`config.mk`:
```
export PLATFORM = sky130hd
export DESIGN_NAME = acs_sequencer
export DESIGN_NICKNAME = d
export VERILOG_FILES = /design/src/include/acs_pkg.sv /design/src/hdl/acs_tick.sv /design/src/hdl/acs_time.sv /design/src/hdl/acs_sequencer.sv
export VERILOG_INCLUDE_DIRS = /design/src /design/src/include
export SDC_FILE = /design/constraint.sdc
export NUM_CORES = 1
export LEC_CHECK = 0
export ABC_AREA = 1
export BUFFER_PORTS_ARGS = -buffer_cell sky130_fd_sc_hd__buf_4
export CORE_ASPECT_RATIO = 0.6
export CORE_UTILIZATION = 35
export CTS_CLUSTER_DIAMETER = 150
export DETAILED_ROUTE_END_ITERATION = 10
export PLACE_DENSITY = 0.52
export SYNTH_ARGS = -nofsm -noshare
export SYNTH_HDL_FRONTEND = slang
export SYNTH_SLANG_ARGS = --single-unit
```
`constraint.sdc`:
```
create_clock -name I_SYS_CLK -period 2.75 [get_ports I_SYS_CLK]
set_input_delay 0.275 -clock I_SYS_CLK [delete_from_list [all_inputs] [get_ports I_SYS_CLK]]
set_output_delay 0.275 -clock I_SYS_CLK [all_outputs]
set_load 0.02 [all_outputs]
```
`src/include/acs_regs.svh`:
```
// Purpose: Register map, field positions, reset values and timing counts of the
//          converter sequencer.
// Assumes: 200 MHz bus clock; AXI4-Lite with 8-bit byte addresses.
// Notes:   Each register holds at most 8 bits in byte lane 0; upper bits read as zero.
//
// Notes on behaviour
// Software mode: write to set A with channel not all ones starts conversion.
// Hardware mode: trigger edge with a select active starts set A or B.
// Continuous mode restarts after each transfer until aborted.
// Averaging restarts conversions until the count; continuous starts a new set.
// Flag sets on transfer; only after last averaged one; only if compare true.
// Interrupt raised when flag sets while its enable is high.
// High byte read, low not yet: new result discarded, flag stays clear; the code does not block in 8-bit single-ended mode.
// Blocked transfer restarts conversion, except single with compare false.
// Software reads both bytes quickly, or not before completion.
// Writing the governing set aborts; only set A starts by software.
// Any write to another register aborts the conversion.
// Reset, deep stop, or middle stop without async clock abort.
// Abort keeps results, except reset and deep stop clear them.
// Idle until started; async clock runs always when its enable is set.
// Time is first adder plus factor times base, long sample, high speed.
// First adder 3 or 5 converter cycles, 5 bus cycles, 5 us startup.
// Software sets async clock enable 5 us before starting.
// Average factor 1, or 4, 8, 16, 32 by count select.
// Base time 17, 27, 20, 30, 25 or 34 converter cycles by mode.
// Long sample adds 0, or 20, 12, 6, 2 converter cycles.
// High speed adds 4 converter cycles to every conversion.
// Sample first, then approximate, then transfer the result.
// Converter disabled in reset, deep stop, or channel all ones.
`ifndef ACS_REGS_SVH
`define ACS_REGS_SVH

// ****************************************
// Register offsets
// ****************************************
`define ACS_OFF_SC_A 8'h00
`define ACS_OFF_SC_B 8'h04
`define ACS_OFF_CFG1 8'h08
`define ACS_OFF_CFG2 8'h0c
`define ACS_OFF_CFG3 8'h10
`define ACS_OFF_RHA 8'h14
`define ACS_OFF_RLA 8'h18
`define ACS_OFF_RHB 8'h1c
`define ACS_OFF_RLB 8'h20
`define ACS_OFF_STAT 8'h24

// ****************************************
// Field positions
// ****************************************
`define ACS_SC_FLAG 7
`define ACS_SC_IE 6
`define ACS_SC_DIFF 5
`define ACS_C1_LPC 7
`define ACS_C1_DIV 5
`define ACS_C1_LSMP 4
`define ACS_C1_MODE 2
`define ACS_C1_CLKSEL 0
`define ACS_C2_TRGM 5
`define ACS_C2_ACKEN 4
`define ACS_C2_HSC 2
`define ACS_C2_LSTS 0
`define ACS_C3_CMPE 4
`define ACS_C3_CONT 3
`define ACS_C3_AVERAGE_ENABLE 2
`define ACS_C3_AVERAGE_COUNT_SELECT 0

// ****************************************
// Codes and reset values
// ****************************************
`define ACS_CH_OFF 5'h1f
`define ACS_MODE_8B 2'h0
`define ACS_CLK_HALF 2'h1
`define ACS_CLK_ASYNC 2'h3
`define ACS_RESP_OKAY 2'h0
`define ACS_RESP_SLVERR 2'h2

// ****************************************
// Timing counts
// ****************************************
`define ACS_CLK_PERIOD_NS 5
`define ACS_ASYNC_START_NS 5000
`define ACS_START_CYC ((`ACS_ASYNC_START_NS + `ACS_CLK_PERIOD_NS - 1) / `ACS_CLK_PERIOD_NS)
`define ACS_SETUP_BUS 10'h005
`define ACS_SFC_LONG 3'h3
`define ACS_SFC_SHORT 3'h5
`define ACS_BCT_8SE 6'h11
`define ACS_BCT_9DF 6'h1b
`define ACS_BCT_12SE 6'h14
`define ACS_BCT_13DF 6'h1e
`define ACS_BCT_16SE 6'h19
`define ACS_BCT_16DF 6'h22
`define ACS_LST_0 5'h14
`define ACS_LST_1 5'h0c
`define ACS_LST_2 5'h06
`define ACS_LST_3 5'h02
`define ACS_HSC_ADD 6'h04

`endif

```
`src/include/acs_pkg.sv`:
```
// Purpose: Types shared by the converter sequencer modules.
// Assumes: Nothing beyond SystemVerilog packed types.
// Notes:   State structs are registered whole by each module.
package acs_pkg;

    typedef enum logic [4:0] {
        ST_IDLE = 5'b00001,
        ST_SETUP = 5'b00010,
        ST_SAMPLE = 5'b00100,
        ST_CONV = 5'b01000,
        ST_XFER = 5'b10000
    } acs_state_e;

    typedef struct packed {
        logic [3:0] cnt;
        logic tick;
    } acs_tick_s;

    typedef struct packed {
        acs_state_e st;
        logic [9:0] cnt;
        logic [4:0] syn1;
        logic [4:0] syn2;
        logic trg_q;
        logic set_b;
        logic [4:0] avg_cnt;
        logic [20:0] acc;
        logic [1:0][4:0] chan;
        logic [1:0] diff;
        logic [1:0] ie;
        logic [1:0] flag;
        logic [1:0] hi_rd;
        logic [1:0][15:0] res;
        logic [7:0] cfg1;
        logic [5:0] cfg2;
        logic [4:0] cfg3;
        logic aw_ok;
        logic w_ok;
        logic [7:0] aw_a;
        logic [7:0] w_d;
        logic w_s;
        logic awready;
        logic wready;
        logic bvalid;
        logic [1:0] bresp;
        logic arready;
        logic rvalid;
        logic [1:0] rresp;
        logic [31:0] rdata;
        logic irq;
        logic core_en;
        logic samp;
        logic conv;
        logic async_run;
        logic [4:0] core_ch;
        logic core_diff;
    } acs_main_s;

endpackage

```
`src/hdl/acs_tick.sv`:
```
// Purpose: Converter clock tick from the bus clock by the selected divide.
// Assumes: All clock sources are modelled as the bus clock.
// Notes:   Counts only while a conversion runs, so idle costs no toggling.
`timescale 1ns/1ps
module acs_tick
    import acs_pkg::*;
(
    input wire logic i_clk,
    input wire logic i_reset_n,
    input wire logic i_run,
    input wire logic [1:0] i_div,
    input wire logic i_half,
    output logic o_tick
);
    acs_tick_s r, s;
    logic [3:0] lim;

    always_comb begin
        s = r;
        lim = 4'((5'h01 << (3'(i_div) + 3'(i_half))) - 5'h01);
        s.tick = 1'b0;
        if (!i_run) begin
            s.cnt = 4'h0;
        end else if (r.cnt >= lim) begin
            s.cnt = 4'h0;
            s.tick = 1'b1;
        end else begin
            s.cnt = r.cnt + 4'h1;
        end
    end

    always_ff @(posedge i_clk or negedge i_reset_n) begin
        if (!i_reset_n) begin
            r <= '0;
        end else begin
            r <= s;
        end
    end

    assign o_tick = r.tick;
endmodule // acs_tick

```
`src/hdl/acs_time.sv`:
```
// Purpose: Phase lengths in converter cycles for the selected configuration.
// Assumes: Mode code 0 is 8/9-bit, 1 is 12/13, 2 is 10/11, 3 is 16-bit.
// Notes:   Purely combinational; the sequencer loads these into its counter.
`timescale 1ns/1ps
`include "acs_regs.svh"
module acs_time
    import acs_pkg::*;
(
    input wire logic [1:0] i_mode,
    input wire logic i_diff,
    input wire logic i_lsmp,
    input wire logic [1:0] i_lsts,
    input wire logic i_hsc,
    input wire logic i_average_enable,
    input wire logic [1:0] i_average_count_select,
    output logic [2:0] o_sfc,
    output logic [4:0] o_lst,
    output logic [5:0] o_bct,
    output logic [4:0] o_avg_last,
    output logic [2:0] o_shift
);
    always_comb begin
        o_sfc = i_lsmp ? `ACS_SFC_LONG : `ACS_SFC_SHORT;
        case ({i_lsmp, i_lsts})
            3'h4: o_lst = `ACS_LST_0;
            3'h5: o_lst = `ACS_LST_1;
            3'h6: o_lst = `ACS_LST_2;
            3'h7: o_lst = `ACS_LST_3;
            default: o_lst = 5'h00;
        endcase
        case ({i_diff, i_mode})
            3'h0: o_bct = `ACS_BCT_8SE;
            3'h3: o_bct = `ACS_BCT_16SE;
            3'h4: o_bct = `ACS_BCT_9DF;
            3'h7: o_bct = `ACS_BCT_16DF;
            3'h5, 3'h6: o_bct = `ACS_BCT_13DF;
            default: o_bct = `ACS_BCT_12SE;
        endcase
        if (i_hsc) begin
            o_bct = o_bct + `ACS_HSC_ADD;
        end
        o_shift = i_average_enable ? 3'(i_average_count_select) + 3'h2 : 3'h0;
        o_avg_last = 5'((6'h01 << o_shift) - 6'h01);
    end
endmodule // acs_time

```
`src/hdl/acs_sequencer.sv`:
```
// Purpose: Conversion sequencer with AXI4-Lite registers and two control sets.
// Assumes: Compare verdict and converter data come from logic on this clock.
// Notes:   Pins and stop requests pass a two-stage synchroniser first.
//
// The implementer's own choices: the register offsets and the AXI4-Lite slave port.
`timescale 1ns/1ps
`include "acs_regs.svh"
module acs_sequencer
    import acs_pkg::*;
(
    input wire logic I_SYS_CLK,
    input wire logic I_RESET_N,
    input wire logic [7:0] I_AXI_AWADDR,
    input wire logic I_AXI_AWVALID,
    output logic O_AXI_AWREADY,
    input wire logic [31:0] I_AXI_WDATA,
    input wire logic [3:0] I_AXI_WSTRB,
    input wire logic I_AXI_WVALID,
    output logic O_AXI_WREADY,
    output logic [1:0] O_AXI_BRESP,
    output logic O_AXI_BVALID,
    input wire logic I_AXI_BREADY,
    input wire logic [7:0] I_AXI_ARADDR,
    input wire logic I_AXI_ARVALID,
    output logic O_AXI_ARREADY,
    output logic [31:0] O_AXI_RDATA,
    output logic [1:0] O_AXI_RRESP,
    output logic O_AXI_RVALID,
    input wire logic I_AXI_RREADY,
    input wire logic I_HW_TRIGGER,
    input wire logic I_TRIG_SEL_A,
    input wire logic I_TRIG_SEL_B,
    input wire logic I_STOP_DEEP,
    input wire logic I_STOP_MID,
    input wire logic [15:0] I_CORE_DATA,
    input wire logic I_COMPARE_TRUE,
    output logic O_CORE_ENABLE,
    output logic O_SAMPLE,
    output logic O_CONVERT,
    output logic [4:0] O_CHANNEL,
    output logic O_DIFF,
    output logic O_ASYNC_CLK_RUN,
    output logic O_COMPLETE_IRQ
);
    acs_main_s r, s;
    logic tick, wr, wr_en, map_w, rd, act, abort, sw_go, hw_go;
    logic wr_sc_a, wr_sc_b, wr_other, last, cmp_ok, blocked, cont, akn, trg_edge, sel;
    logic [2:0] sfc, shift;
    logic [4:0] lst, avg_last;
    logic [5:0] base_conversion_time;
    logic [15:0] avg;

    acs_tick u_tick (
        .i_clk(I_SYS_CLK),
        .i_reset_n(I_RESET_N),
        .i_run(r.st != ST_IDLE),
        .i_div(r.cfg1[`ACS_C1_DIV +: 2]),
        .i_half(r.cfg1[`ACS_C1_CLKSEL +: 2] == `ACS_CLK_HALF),
        .o_tick(tick)
    );

    acs_time u_time (
        .i_mode(r.cfg1[`ACS_C1_MODE +: 2]),
        .i_diff(r.diff[r.set_b]),
        .i_lsmp(r.cfg1[`ACS_C1_LSMP]),
        .i_lsts(r.cfg2[`ACS_C2_LSTS +: 2]),
        .i_hsc(r.cfg2[`ACS_C2_HSC]),
        .i_average_enable(r.cfg3[`ACS_C3_AVERAGE_ENABLE]),
        .i_average_count_select(r.cfg3[`ACS_C3_AVERAGE_COUNT_SELECT +: 2]),
        .o_sfc(sfc),
        .o_lst(lst),
        .o_bct(base_conversion_time),
        .o_avg_last(avg_last),
        .o_shift(shift)
    );

    always_comb begin
        s = r;
        // ****************************************
        // Pin synchroniser
        // ****************************************
        s.syn1 = {I_STOP_MID, I_STOP_DEEP, I_TRIG_SEL_B, I_TRIG_SEL_A, I_HW_TRIGGER};
        s.syn2 = r.syn1;
        s.trg_q = r.syn2[0];
        trg_edge = r.syn2[0] & ~r.trg_q;
        akn = r.cfg2[`ACS_C2_ACKEN];
        cont = r.cfg3[`ACS_C3_CONT];
        sel = r.set_b;
        act = (r.st != ST_IDLE);
        abort = 1'b0;
        sw_go = 1'b0;

        // ****************************************
        // AXI4-Lite write side
        // ****************************************
        if (I_AXI_AWVALID && r.awready) begin
            s.aw_ok = 1'b1;
            s.aw_a = I_AXI_AWADDR;
        end
        if (I_AXI_WVALID && r.wready) begin
            s.w_ok = 1'b1;
            s.w_d = I_AXI_WDATA[7:0];
            s.w_s = I_AXI_WSTRB[0];
        end
        if (r.bvalid && I_AXI_BREADY) begin
            s.bvalid = 1'b0;
        end
        wr = r.aw_ok && r.w_ok && !r.bvalid;
        map_w = (r.aw_a[1:0] == 2'h0) && (r.aw_a <= `ACS_OFF_STAT);
        if (wr) begin
            s.aw_ok = 1'b0;
            s.w_ok = 1'b0;
            s.bvalid = 1'b1;
            s.bresp = map_w ? `ACS_RESP_OKAY : `ACS_RESP_SLVERR;
        end
        s.awready = !s.aw_ok && !s.bvalid;
        s.wready = !s.w_ok && !s.bvalid;
        wr_en = wr && map_w && r.w_s;
        wr_sc_a = wr_en && (r.aw_a == `ACS_OFF_SC_A);
        wr_sc_b = wr_en && (r.aw_a == `ACS_OFF_SC_B);
        wr_other = wr_en && !wr_sc_a && !wr_sc_b;

        if (wr_sc_a) begin
            s.ie[0] = r.w_d[`ACS_SC_IE];
            s.diff[0] = r.w_d[`ACS_SC_DIFF];
            s.chan[0] = r.w_d[4:0];
            s.flag[0] = 1'b0;
            abort = act && !r.set_b;
            sw_go = !r.cfg2[`ACS_C2_TRGM] && (r.w_d[4:0] != `ACS_CH_OFF);
        end
        if (wr_sc_b) begin
            s.ie[1] = r.w_d[`ACS_SC_IE];
            s.diff[1] = r.w_d[`ACS_SC_DIFF];
            s.chan[1] = r.w_d[4:0];
            s.flag[1] = 1'b0;
            abort = act && r.set_b;
        end
        if (wr_other) begin
            case (r.aw_a)
                `ACS_OFF_CFG1: s.cfg1 = r.w_d;
                `ACS_OFF_CFG2: s.cfg2 = r.w_d[5:0];
                `ACS_OFF_CFG3: s.cfg3 = r.w_d[4:0];
                default: ;
            endcase
            abort = 1'b1;
        end

        // ****************************************
        // AXI4-Lite read side
        // ****************************************
        rd = I_AXI_ARVALID && r.arready;
        if (r.rvalid && I_AXI_RREADY) begin
            s.rvalid = 1'b0;
        end
        if (rd) begin
            s.rvalid = 1'b1;
            s.rresp = `ACS_RESP_OKAY;
            s.rdata = 32'h0;
            case (I_AXI_ARADDR)
                `ACS_OFF_SC_A: s.rdata[7:0] = {r.flag[0], r.ie[0], r.diff[0], r.chan[0]};
                `ACS_OFF_SC_B: s.rdata[7:0] = {r.flag[1], r.ie[1], r.diff[1], r.chan[1]};
                `ACS_OFF_CFG1: s.rdata[7:0] = r.cfg1;
                `ACS_OFF_CFG2: s.rdata[5:0] = r.cfg2;
                `ACS_OFF_CFG3: s.rdata[4:0] = r.cfg3;
                `ACS_OFF_RHA: begin
                    s.rdata[7:0] = r.res[0][15:8];
                    s.hi_rd[0] = 1'b1;
                end
                `ACS_OFF_RLA: begin
                    s.rdata[7:0] = r.res[0][7:0];
                    s.hi_rd[0] = 1'b0;
                    s.flag[0] = 1'b0;
                end
                `ACS_OFF_RHB: begin
                    s.rdata[7:0] = r.res[1][15:8];
                    s.hi_rd[1] = 1'b1;
                end
                `ACS_OFF_RLB: begin
                    s.rdata[7:0] = r.res[1][7:0];
                    s.hi_rd[1] = 1'b0;
                    s.flag[1] = 1'b0;
                end
                `ACS_OFF_STAT: s.rdata[1:0] = {r.async_run, act};
                default: s.rresp = `ACS_RESP_SLVERR;
            endcase
        end
        s.arready = !s.rvalid;

        // ****************************************
        // Conversion sequencer
        // ****************************************
        // A trigger edge while busy is dropped, and set A wins if both selects are up.
        hw_go = r.cfg2[`ACS_C2_TRGM] && !act && trg_edge && (r.syn2[1] || r.syn2[2])
            && (r.chan[!r.syn2[1]] != `ACS_CH_OFF);
        if (r.syn2[4] && !akn) begin
            abort = 1'b1;
        end
        last = (r.avg_cnt == avg_last);
        avg = 16'(r.acc >> shift);
        cmp_ok = !r.cfg3[`ACS_C3_CMPE] || I_COMPARE_TRUE;
        blocked = r.hi_rd[sel]
            && !(r.cfg1[`ACS_C1_MODE +: 2] == `ACS_MODE_8B && !r.diff[sel]);

        case (r.st)
            ST_IDLE: ;
            ST_SETUP: begin
                if (r.cnt <= 10'h001) begin
                    s.st = ST_SAMPLE;
                    s.cnt = 10'(sfc) + 10'(lst);
                end else begin
                    s.cnt = r.cnt - 10'h001;
                end
            end
            ST_SAMPLE: begin
                if (r.cnt == 10'h000) begin
                    s.st = ST_CONV;
                    s.cnt = 10'(base_conversion_time);
                end else if (tick) begin
                    s.cnt = r.cnt - 10'h001;
                end
            end
            ST_CONV: begin
                if (r.cnt == 10'h000) begin
                    s.st = ST_XFER;
                    s.acc = r.acc + 21'(I_CORE_DATA);
                end else if (tick) begin
                    s.cnt = r.cnt - 10'h001;
                end
            end
            ST_XFER: begin
                s.st = ST_SAMPLE;
                s.cnt = 10'(lst);
                if (!last) begin
                    s.avg_cnt = r.avg_cnt + 5'h01;
                end else begin
                    s.acc = 21'h0;
                    s.avg_cnt = 5'h00;
                    if (!cmp_ok) begin
                        s.st = cont ? ST_SAMPLE : ST_IDLE;
                    end else if (!blocked) begin
                        s.res[sel] = avg;
                        s.flag[sel] = 1'b1;
                        s.st = cont ? ST_SAMPLE : ST_IDLE;
                    end
                    // A blocked transfer falls through to a fresh conversion.
                end
            end
            default: s.st = ST_IDLE;
        endcase

        if (abort) begin
            s.st = ST_IDLE;
        end
        if (sw_go || hw_go) begin
            s.st = ST_SETUP;
            s.set_b = hw_go && !r.syn2[1];
            s.acc = 21'h0;
            s.avg_cnt = 5'h00;
            s.cnt = `ACS_SETUP_BUS;
            if (r.cfg1[`ACS_C1_CLKSEL +: 2] == `ACS_CLK_ASYNC && !akn) begin
                s.cnt = `ACS_SETUP_BUS + 10'(`ACS_START_CYC);
            end
        end
        if (r.syn2[3]) begin
            s.st = ST_IDLE;
            s.res = '0;
            s.hi_rd = 2'h0;
        end

        // ****************************************
        // Registered outputs
        // ****************************************
        s.irq = |(s.flag & s.ie);
        s.core_en = (s.st != ST_IDLE) && !r.syn2[3];
        s.samp = (s.st == ST_SAMPLE);
        s.conv = (s.st == ST_CONV);
        s.core_ch = s.chan[s.set_b];
        s.core_diff = s.diff[s.set_b];
        s.async_run = s.cfg2[`ACS_C2_ACKEN]
            || ((s.st != ST_IDLE) && s.cfg1[`ACS_C1_CLKSEL +: 2] == `ACS_CLK_ASYNC);
    end

    always_ff @(posedge I_SYS_CLK or negedge I_RESET_N) begin
        if (!I_RESET_N) begin
            r <= '0;
            r.st <= ST_IDLE;
            r.chan <= {2{`ACS_CH_OFF}};
        end else begin
            r <= s;
        end
    end

    assign O_AXI_AWREADY = r.awready;
    assign O_AXI_WREADY = r.wready;
    assign O_AXI_BRESP = r.bresp;
    assign O_AXI_BVALID = r.bvalid;
    assign O_AXI_ARREADY = r.arready;
    assign O_AXI_RDATA = r.rdata;
    assign O_AXI_RRESP = r.rresp;
    assign O_AXI_RVALID = r.rvalid;
    assign O_CORE_ENABLE = r.core_en;
    assign O_SAMPLE = r.samp;
    assign O_CONVERT = r.conv;
    assign O_CHANNEL = r.core_ch;
    assign O_DIFF = r.core_diff;
    assign O_ASYNC_CLK_RUN = r.async_run;
    assign O_COMPLETE_IRQ = r.irq;
endmodule // acs_sequencer

```
Word-level counts from Yosys, hierarchy flattened
Cells that the tools add are included.
{ "classes": {"n_addsub": 10, "order_cmp": 7, "n_eq_ne": 41, "n_shift": 3, "mux": 91, "bitwise_logic": 4, "n_reduce_logical": 77} }
{ "op_table": {"columns": ["op", "n"], "rows": [
  ["32-bit 2-to-1 mux", 4],
  ["5-bit 2-to-1 mux", 16],
  ["10-bit 2-to-1 mux", 5],
  ["21-bit 2-to-1 mux", 2],
  ["21-bit case mux with 2 select lines", 1],
  ["8-bit by 5-bit == test with 1-bit output, second input constant", 5],
  ["10-bit case mux with 4 select lines", 1],
  ["35-bit 2-to-1 mux", 1],
  ["34-bit 2-to-1 mux", 1],
  ["32-bit bitwise mux", 1],
  ["8-bit by 4-bit == test with 1-bit output, second input constant", 4],
  ["1-bit logical AND", 31],
  ["6-bit case mux with 5 select lines", 1],
  ["27-bit 2-to-1 mux", 1],
  ["3-bit case mux with 9 select lines", 1],
  ["1-bit 2-to-1 mux", 26],
  ["5-bit case mux with 5 select lines", 1],
  ["3-bit == test, second input constant", 8],
  ["21-bit by 16-bit adder with 21-bit output", 1],
  ["21-bit by 3-bit >> shifter with 16-bit output", 1],
  ["2-bit case mux with 10 select lines", 1],
  ["5-bit case mux with 4 select lines", 1],
  ["16-bit demux with 1-bit select", 1],
  ["8-bit by 3-bit == test with 1-bit output, second input constant", 2],
  ["other kinds (59)", 116]
]} }
{ "totals": {"reg_bits": 174, "in_bits": 81, "output_inout_bits": 52, "elab_cells": 277} }

Depth between registers and ports, before layout
Gate-level depths: netlist (run 1).
{ "logic_depth": {"depth_word": 16, "ltp_mapped": 16, "depth_no_buf": 15} }

By module
Synthesis (run 1) repeated with hierarchy kept, for this count alone.
{ "unflattened": {"cells_unflattened": 1465, "area_unflattened_um2": 10721.5} }
{ "modules_own_cells": {"columns": ["module", "n_inst", "cells_each", "area_each_um2", "seq_area_each_um2"], "rows": [
  ["acs_sequencer", 1, 1363, 10049.6, 4192.8],
  ["acs_tick", 1, 45, 380.4, 125.1],
  ["acs_time", 1, 57, 291.5, 0.0]
]} }

Worst setup path before layout (run 1)
Ideal clock, no wire load.
{ "synth_path": {"kind": "reg-to-reg", "start": "register r[82] in the netlist's numbering", "end": "register u_tick.r[1] in the netlist's numbering", "setup_time_ns": 0.074, "arrival_time_ns": 2.138, "required_time_ns": 2.676, "path_slack_ns": 0.538, "path_stages_with_launch": 14, "path_buffers": 0, "synth_period_minus_slack_ns": 2.212, "cell_sequence": "dfrtp_1 inv_1 nor2_1 ha_1 ha_1 inv_1 nand3_1 ha_1 ha_1 inv_1 nor2_1 o211ai_1 nand4_1 nor2_1"} }
{ "synth_rtl": {"columns": ["element", "line_no", "rtl"], "rows": [
  ["start, declared", "acs_sequencer.sv:45", "acs_main_s r, s;"],
  ["start signal, assigned", "acs_sequencer.sv:289", "r <= s;"],
  ["end signal, assigned", "acs_tick.sv:36", "r <= s;"],
  ["end, declared", "acs_tick.sv:15", "acs_tick_s r, s;"]
]} }

==> results.txt, run 1 <==
CTS H-tree lvls: 4
post-layout min period: 2.51 ns
1st-pass router iterations: 5
Critical R2R Launch: r[82]$_DFF_PN0_
pre-CTS WS: 0.274 ns
dominant combinational cell family by area after synthesis: simple AND/OR/NAND/NOR gates
initial antenna violation count: 0
TritonCTS clock tree: yes
launching element of the worst setup path: r[82]$_DFF_PN0_
pin count of the biggest net entering global routing: 77
post-synthesis async set-or-reset flop share: 1.00
share of the clock period used by the worst path after layout: 0.913
Slew @ Worst Pin: 0.631 ns
proportion of layout cells with a drive suffix above 1: 0.137
TritonCTS buffer count: 17
end-of-flow core utilization: 0.412
global placer's final weighted congestion: 0.919
Final Setup Violations: 0
Synth Area in XOR/XNOR: 0.0231
Placement Rows: 48
Final Skew: 0.0175 ns
remaining max-slew budget at the tightest pin: 0.575
count of input and output buffers: 79
maximum root-to-sink buffer count: 2
Nets: 1563
maximum fanout along the worst path: 4
number of unique standard cell types used by synthesis: 51
die extent in x: 223 um
sink count of the clock tree: 172
via count of the routed design: 9187
number of maximum-capacitance constraint violations: 0
post-synthesis simple-gate area fraction: 0.259
top cell type's share of synthesized area: 0.393
startpoint type of the worst setup path: register
adder-cell area share of the yosys netlist: 0.0417
worst supply voltage drop on vdd: 0.427 mV
first-pass GRT wire length: 49.2 mm
routed wire length per instance: 17.1 um
max frequency: 398 MHz
worst setup path class: reg -> reg
Warnings, synthesis: 0
post-synthesis sequential element count: 172
die area: 30000 um2
met1 track demand over resource in global routing: 0.357
Residual DRC: 0
number of nets still failing antenna checks after routing: 0
busiest grt layer: met1
required time of the critical path: 3.12 ns
global-route track usage on met3: 0.0566
share of cell area taken by muxes after synthesis: 0.00696
result of the run: finished, final reports clean
Power per Cell Area: 709 nW/um2
Hold/Removal Path Class: in -> reg
top cell type by total area after synthesis: dfrtp_1
endpoints failing hold: 0
cell count after synthesis: 1354
start point of the worst min-delay path: I_AXI_AWADDR[1]
layout overhead on the synthesized area: 15.8%
global-route track usage on met2: 0.262
Data arrival, critical path: 2.88 ns
die height: 135 um
total power of the final layout: 0.00841 W
Top FF cell, synth: dfrtp_1
Post-Synthesis Cell Area: 10200 um2
static power due to leakage: 5.93 nW
total length of routed wires: 31.4 mm
Ports: 133
clock insertion delay at the later pin of the skew report: 0.46 ns
count of flip-flops with a built-in enable after synthesis: 0
worst slack on hold paths: 0.0167 ns
number of global-route vias before repair: 8416
number of slew-limit violations in the final report: 0
fraction of the yosys area taken by sequential cells: 0.421
Post-Syn Area per Cell: 7.57 um2
drt via density: 5.00
detailed placement HPWL: 24.0 mm
initial standard-cell utilization of the core: 0.356
remaining global-route overflow: 0
clock transition time at the flip-flop clock pins of the worst setup and hold paths: 0.07 ns
DRC violation total after the first TritonRoute iteration: 865
share of the synthesized area in compound gates (AO/OA/AOI/OAI): 0.149
largest cells by area after synthesis: dfrtp_1 (39%), nand2_1 (13%), o21ai_0 (7.1%)
clock root buffer master: clkbuf_16
crit path setup slack, layout: 0.240 ns
antenna diode count: 0
area of the core: 28800 um2
element type at the critical path end: register
total routing usage reported by global routing: 0.215
-- layout by cell type (no fill, tap or decap), types with 3 or more instances in the layout --
master	netlist	routed
nand2_1	362	362
dfrtp_1	161	161
o21ai_0	145	145
inv_1	141	140
nor2_1	107	107
buf_4	44	103
nand3_1	85	84
a21oi_1	43	43
o22ai_1	41	41
ha_1	31	31
conb_1	1	26
nand4_1	17	17
clkbuf_16	0	17
xor2_1	16	16
nor3_1	16	16
inv_2	11	12
xnor2_1	11	11
o21ai_1	11	11
dfstp_2	11	11
dlygate4sd3_1	0	9
nand2_2	8	8
nor2_2	7	7
o211ai_1	6	6
mux2i_1	6	6
nand3_2	4	5
or2_2	5	5
nor4_1	4	4
o21ai_2	4	4
o221ai_1	4	4
a211oi_1	4	4
a31oi_1	3	3
clkinv_4	0	3
inv_6	0	3
inv_8	0	3
-- per-layer routing --
metal | up-vias | part of all wire
met3 | 26 | 0.075
met4 | 0 | 0.011
met5 | - | 0
met2 | 272 | 0.36
li1 | 4600 | -
met1 | 4289 | 0.55
-- sequential cells by signal, indices dropped and copies added, names as in the netlist, 4 cells and up --
| signal | flops |
|---|---|
| O_AXI_RDATA | 8 |
| r | 138 |
| u_tick.r | 4 |
| O_CHANNEL | 5 |
-- worst max-delay path, cell delays in order (launching register included) --
cell and delay (ns):
dfrtp_1 0.38, inv_1 0.10, nor2_1 0.06, ha_1 0.17
ha_1 0.31, inv_2 0.07, nand3_1 0.07, ha_1 0.31
ha_1 0.29, inv_1 0.06, nor2_1 0.03, o211ai_1 0.22
nand4_1 0.22, nor2_1 0.15
-- per-stage QoR --
stage	area, um2	setup TNS [ns]	cells
2_1_floorplan	10300	0	1379
3_3_place_gp	11200	0	1795
3_5_place_dp	11200	0	1795
4_1_cts	11900	0	1836
5_1_grt	11900	-0.0675	1837
6_report	11900	0	1837
-- path summary, 6_finish.rpt --
check	to	slack, ns	depth (start not counted)
worst max-delay path	u_tick.r[4]$_DFF_PN0_	0.24	13
worst min-delay path	r[62]$_DFFE_PN0P_	0.02	3
worst max register to register	u_tick.r[4]$_DFF_PN0_	0.24	13
worst min register to register	r[170]$_DFF_PN0_	0.35	0
max in group asynchronous	r[134]$_DFF_PN1_	1.60	3
min in group asynchronous	r[142]$_DFFE_PN0P_	0.33	2
-- kinds of logic (layout without fill, tap and decap cells) --
logic type	count (synthesis)	in the layout
multiplexers	7	7
AND/OR/NAND/NOR	624	624
AO/OA/AOI/OAI	272	272
other	1	26
buffers and inverters	218	301
adder cells (fa/ha/maj)	33	33
flip-flops	172	172
XOR/XNOR	27	27
-- what timing repair did --
action	CTS	global route
hold endpoints to repair	49	0
buffers inserted	0	1
hold buffers	9	0
resized for setup	0	2
setup endpoints to repair	0	4
-- report_power, final --
group | switching [W] | internal [W]
Sequential | 0.000306 | 0.00284
Clock | 0.00116 | 0.00121
Combinational | 0.00187 | 0.00102
-- synth_stat cells (10+ instances only) --
library cell	instances
a21oi_1	43
buf_4	44
clkbuf_1	10
dfrtp_1	161
dfstp_2	11
ha_1	31
inv_1	141
inv_2	11
nand2_1	362
nand3_1	85
nand4_1	17
nor2_1	107
nor3_1	16
o21ai_0	145
o21ai_1	11
o22ai_1	41
xnor2_1	11
xor2_1	16
-- area by class of cell --
type                    instances  area [um2]
fillers                      2948       16900
inverters                     154         578
repair buffers                115         915
multi-input cells             989        5020
well taps                     375         469
clock buffers                  18         439
flip-flops and latches        172        4320
clock inverters                14         128
Note: power is estimated with default switching activity, not from simulation.
==> inputs of run 2 (changes only) <==
--- a/config.mk
+++ b/config.mk
@@ -6,7 +6,6 @@
 export SDC_FILE = /design/constraint.sdc
 export NUM_CORES = 1
 export LEC_CHECK = 0
-export ABC_AREA = 1
 export BUFFER_PORTS_ARGS = -buffer_cell sky130_fd_sc_hd__buf_4
 export CORE_ASPECT_RATIO = 0.6
 export CORE_UTILIZATION = 35
==> run 2 against run 1 <==
Critical path depth shrank 7. Sequential share of layout area shrank 1.3 points. Sequential cell count is the same. Combinational power shrank 35%. Register-to-register slack lost 0.16 ns. Worst hold slack gained 0.014 ns. First-iteration DRC count shrank 17%. Critical path type unchanged.
==> results.txt, run 2 <==
post-synthesis sequential element count: 172 (unchanged)
1st-pass router iterations: 5 (unchanged)
share of cell area taken by muxes after synthesis: 0.148 (was 0.00696)
number of slew-limit violations in the final report: 0 (unchanged)
initial standard-cell utilization of the core: 0.357 (was 0.356)
Hold/Removal Path Class: in -> reg (unchanged)
maximum root-to-sink buffer count: 2 (unchanged)
largest cells by area after synthesis: dfrtp_1 (39%), mux2_2 (6.5%), mux2i_1 (5.6%) (was dfrtp_1 (39%), nand2_1 (13%), o21ai_0 (7.1%))
post-synthesis async set-or-reset flop share: 1.00 (unchanged)
TritonCTS clock tree: yes (unchanged)
post-layout min period: 2.67 ns (was 2.51 ns)
worst setup path class: reg -> reg (unchanged)
post-synthesis simple-gate area fraction: 0.144 (was 0.259)
longest individual stage delay on the worst path: 0.47 ns (was 0.38 ns)
layout overhead on the synthesized area: 19.9% (was 15.8%)
cell with the most instances after synthesis: dfrtp_1 (was nand2_1)
die area: 30000 um2 (about the same)
detailed placement HPWL: 22.5 mm (was 24.0 mm)
clock root buffer master: clkbuf_16 (unchanged)
Synth top cells by count: dfrtp_1 (161), nor2_1 (91), mux2_2 (59) (was nand2_1 (362), dfrtp_1 (161), o21ai_0 (145))
routed wire length per instance: 19.6 um (was 17.1 um)
proportion of layout cells with a drive suffix above 1: 0.258 (was 0.137)
count of input and output buffers: 79 (unchanged)
area used by multi-input combinational logic: 5470 um2 (was 5020 um2)
final-layout setup total negative slack: 0 ns (unchanged)
dominant combinational cell family by area after synthesis: compound AO/OA/AOI/OAI gates (was simple AND/OR/NAND/NOR gates)
CP bufs+invs: 0 (was 3)
die height: 135 um (about the same)
crit-path cells: or3_4 -> or3b_4 -> a211oi_4 -> nor3_2 -> or2_1 -> a22o_1 (was inv_1 -> nor2_1 -> ha_1 -> ha_1 -> inv_2 -> nand3_1 -> ha_1 -> ha_1 -> inv_1 -> nor2_1 -> o211ai_1 -> nand4_1 -> nor2_1)
total routing usage reported by global routing: 0.205 (was 0.215)
most frequent standard cell in the layout excluding fill and tap cells: dfrtp_1 (was nand2_1)
RSZ-0062 raised after global routing: true
Post-Syn Area per Cell: 10.2 um2 (was 7.57 um2)
number of maximum-capacitance constraint violations: 0 (unchanged)
highest-delay cell along the critical path: or2_1 (was dfrtp_1)
CTS H-tree lvls: 4 (unchanged)
Synth Area in XOR/XNOR: 0.0239 (was 0.0231)
endpoints failing hold: 0 (unchanged)
number of unique standard cell types used by synthesis: 81 (was 51)
result of the run: finished, final reports clean (unchanged)
TritonCTS buffer count: 17 (unchanged)
top cell type by total area after synthesis: dfrtp_1 (unchanged)
sink count of the clock tree: 172 (unchanged)
Power per Cell Area: 612 nW/um2 (was 709 nW/um2)
DRC violation total after the first TritonRoute iteration: 719 (was 865)
clock insertion delay at the later pin of the skew report: 0.46 ns (about the same)
global placer's final weighted congestion: 0.851 (was 0.919)
Nets: 1250 (was 1563)
share of the clock period used by the worst path after layout: 0.969 (was 0.913)
total length of routed wires: 29.9 mm (was 31.4 mm)
startpoint type of the worst setup path: register (unchanged)
via count of the routed design: 8255 (was 9187)
share of the synthesized area in compound gates (AO/OA/AOI/OAI): 0.160 (was 0.149)
count of flip-flops with a built-in enable after synthesis: 0 (unchanged)
maximum fanout along the worst path: 14 (was 4)
highest-count cells in the layout ignoring fill and taps: dfrtp_1 (161), buf_4 (156), nor2_1 (89), mux2_2 (59) (was nand2_1 (362), dfrtp_1 (161), o21ai_0 (145), inv_1 (140), nor2_1 (107))
Final Setup Violations: 0 (unchanged)
Placement Rows: 48 (unchanged)
first-pass GRT wire length: 46.6 mm (was 49.2 mm)
total power of the final layout: 0.00753 W (was 0.00841 W)
Data arrival, critical path: 3.02 ns (was 2.88 ns)
worst supply voltage drop on vdd: 0.434 mV (was 0.427 mV)
antenna diode count: 0 (unchanged)
number of nets still failing antenna checks after routing: 0 (unchanged)
drt via density: 5.42 (was 5.00)
cell count after synthesis: 1007 (was 1354)
fraction of the yosys area taken by sequential cells: 0.421 (about the same)
number of global-route vias before repair: 7821 (was 8416)
Ports: 133 (unchanged)
Final Skew: 0.0137 ns (was 0.0175 ns)
register name with the most flops: r (unchanged)
top cell type's share of synthesized area: 0.393 (about the same)
top cell family by delay on the critical path: simple AND/OR/NAND/NOR gates (was adder cells)
Residual DRC: 0 (unchanged)
number of fill cells in the layout: 2761 (was 2948)
element type at the critical path end: register (unchanged)
adder-cell area share of the yosys netlist: 0.0417 (about the same)
FF+latch area: 4320 um2 (unchanged)
clock transition time at the flip-flop clock pins of the worst setup and hold paths: 0.08 ns (was 0.07 ns)
max frequency: 375 MHz (was 398 MHz)
initial antenna violation count: 0 (unchanged)
Post-Synthesis Cell Area: 10300 um2 (was 10200 um2)
area of the core: 28800 um2 (unchanged)
die extent in x: 223 um (about the same)
max reg flops: 138 (unchanged)
required time of the critical path: 3.10 ns (was 3.12 ns)
Warnings, synthesis: 0 (unchanged)
pin count of the biggest net entering global routing: 74 (was 77)
Slew @ Worst Pin: 0.697 ns (was 0.631 ns)
Top FF cell, synth: dfrtp_1 (unchanged)
remaining max-slew budget at the tightest pin: 0.530 (was 0.575)
remaining global-route overflow: 0 (unchanged)
static power due to leakage: 5.72 nW (was 5.93 nW)
## run 2: path summary, 6_finish.rpt
check | from | end | slack, ns | cells after the start
min in group asynchronous | I_RESET_N | r[140]$_DFFE_PN0P_ | 0.32 | 2
max | r[192]$_DFF_PN0_ | r[151]$_DFFE_PN0P_ | 0.08 | 6
max reg2reg | r[192]$_DFF_PN0_ | r[151]$_DFFE_PN0P_ | 0.08 | 6
max in group asynchronous | I_RESET_N | r[139]$_DFF_PN1_ | 1.64 | 3
min reg2reg | r[174]$_DFF_PN0_ | r[169]$_DFF_PN0_ | 0.36 | 0
min | I_AXI_RREADY | O_AXI_RVALID$_DFF_PN0_ | 0.03 | 2
## run 2: layer usage
| metal | routed length (um) | vias up | track usage |
|---|---|---|---|
| met5 | 0 | - | 0 |
| met4 | 276 | 0 | 0.0498 |
| met3 | 1670 | 22 | 0.0346 |
| met2 | 11700 | 263 | 0.268 |
| met1 | 16300 | 4050 | 0.339 |
| li1 | - | 3920 | - |
## run 2: kinds of logic after synthesis
logic type,count (synthesis)
DFF,172
AOI/OAI and AO/OA,239
xor gates and xnor gates,28
adders and majority gates,33
other,1
buffers and inverters,112
muxes,132
and+or+nand+nor,290
## run 2: cell type report
class	count	area share
well taps	375	0.0381
repair buffers	167	0.107
clock buffers	20	0.0371
multi-input cells	748	0.445
flip-flops and latches	172	0.351
clock inverters	12	0.0134
inverters	30	0.00915
## run 2: report_power, final
part	internal (W)	leakage, nW	switching (W)	total [W]
registers	0.00281	2.24	0.000258	0.00306
clock network	0.00143	0.307	0.00117	0.00260
logic	0.000853	3.17	0.00101	0.00187
## run 2: stage by stage
step	hold WS, ns	worst slack (ns)	cell area [um2]	std cells	util
global route	0.0380	-0.000802	12300	1524	0.428
global placement	0.248	-0.0621	11500	1484	0.401
detailed placement	0.249	-0.113	11500	1484	0.401
finish	0.0308	0.0845	12300	1524	0.428
CTS	0.0179	0.00105	12300	1524	0.426
floorplan	-0.0206	0.0825	10400	1032	-
## run 2: timing repair
action	CTS	global route
buffers inserted	1	0
setup endpoints to repair	5	12
hold buffers	7	0
resized for setup	2	11
endpoints found under the hold margin	48	0
pin swaps	3	2
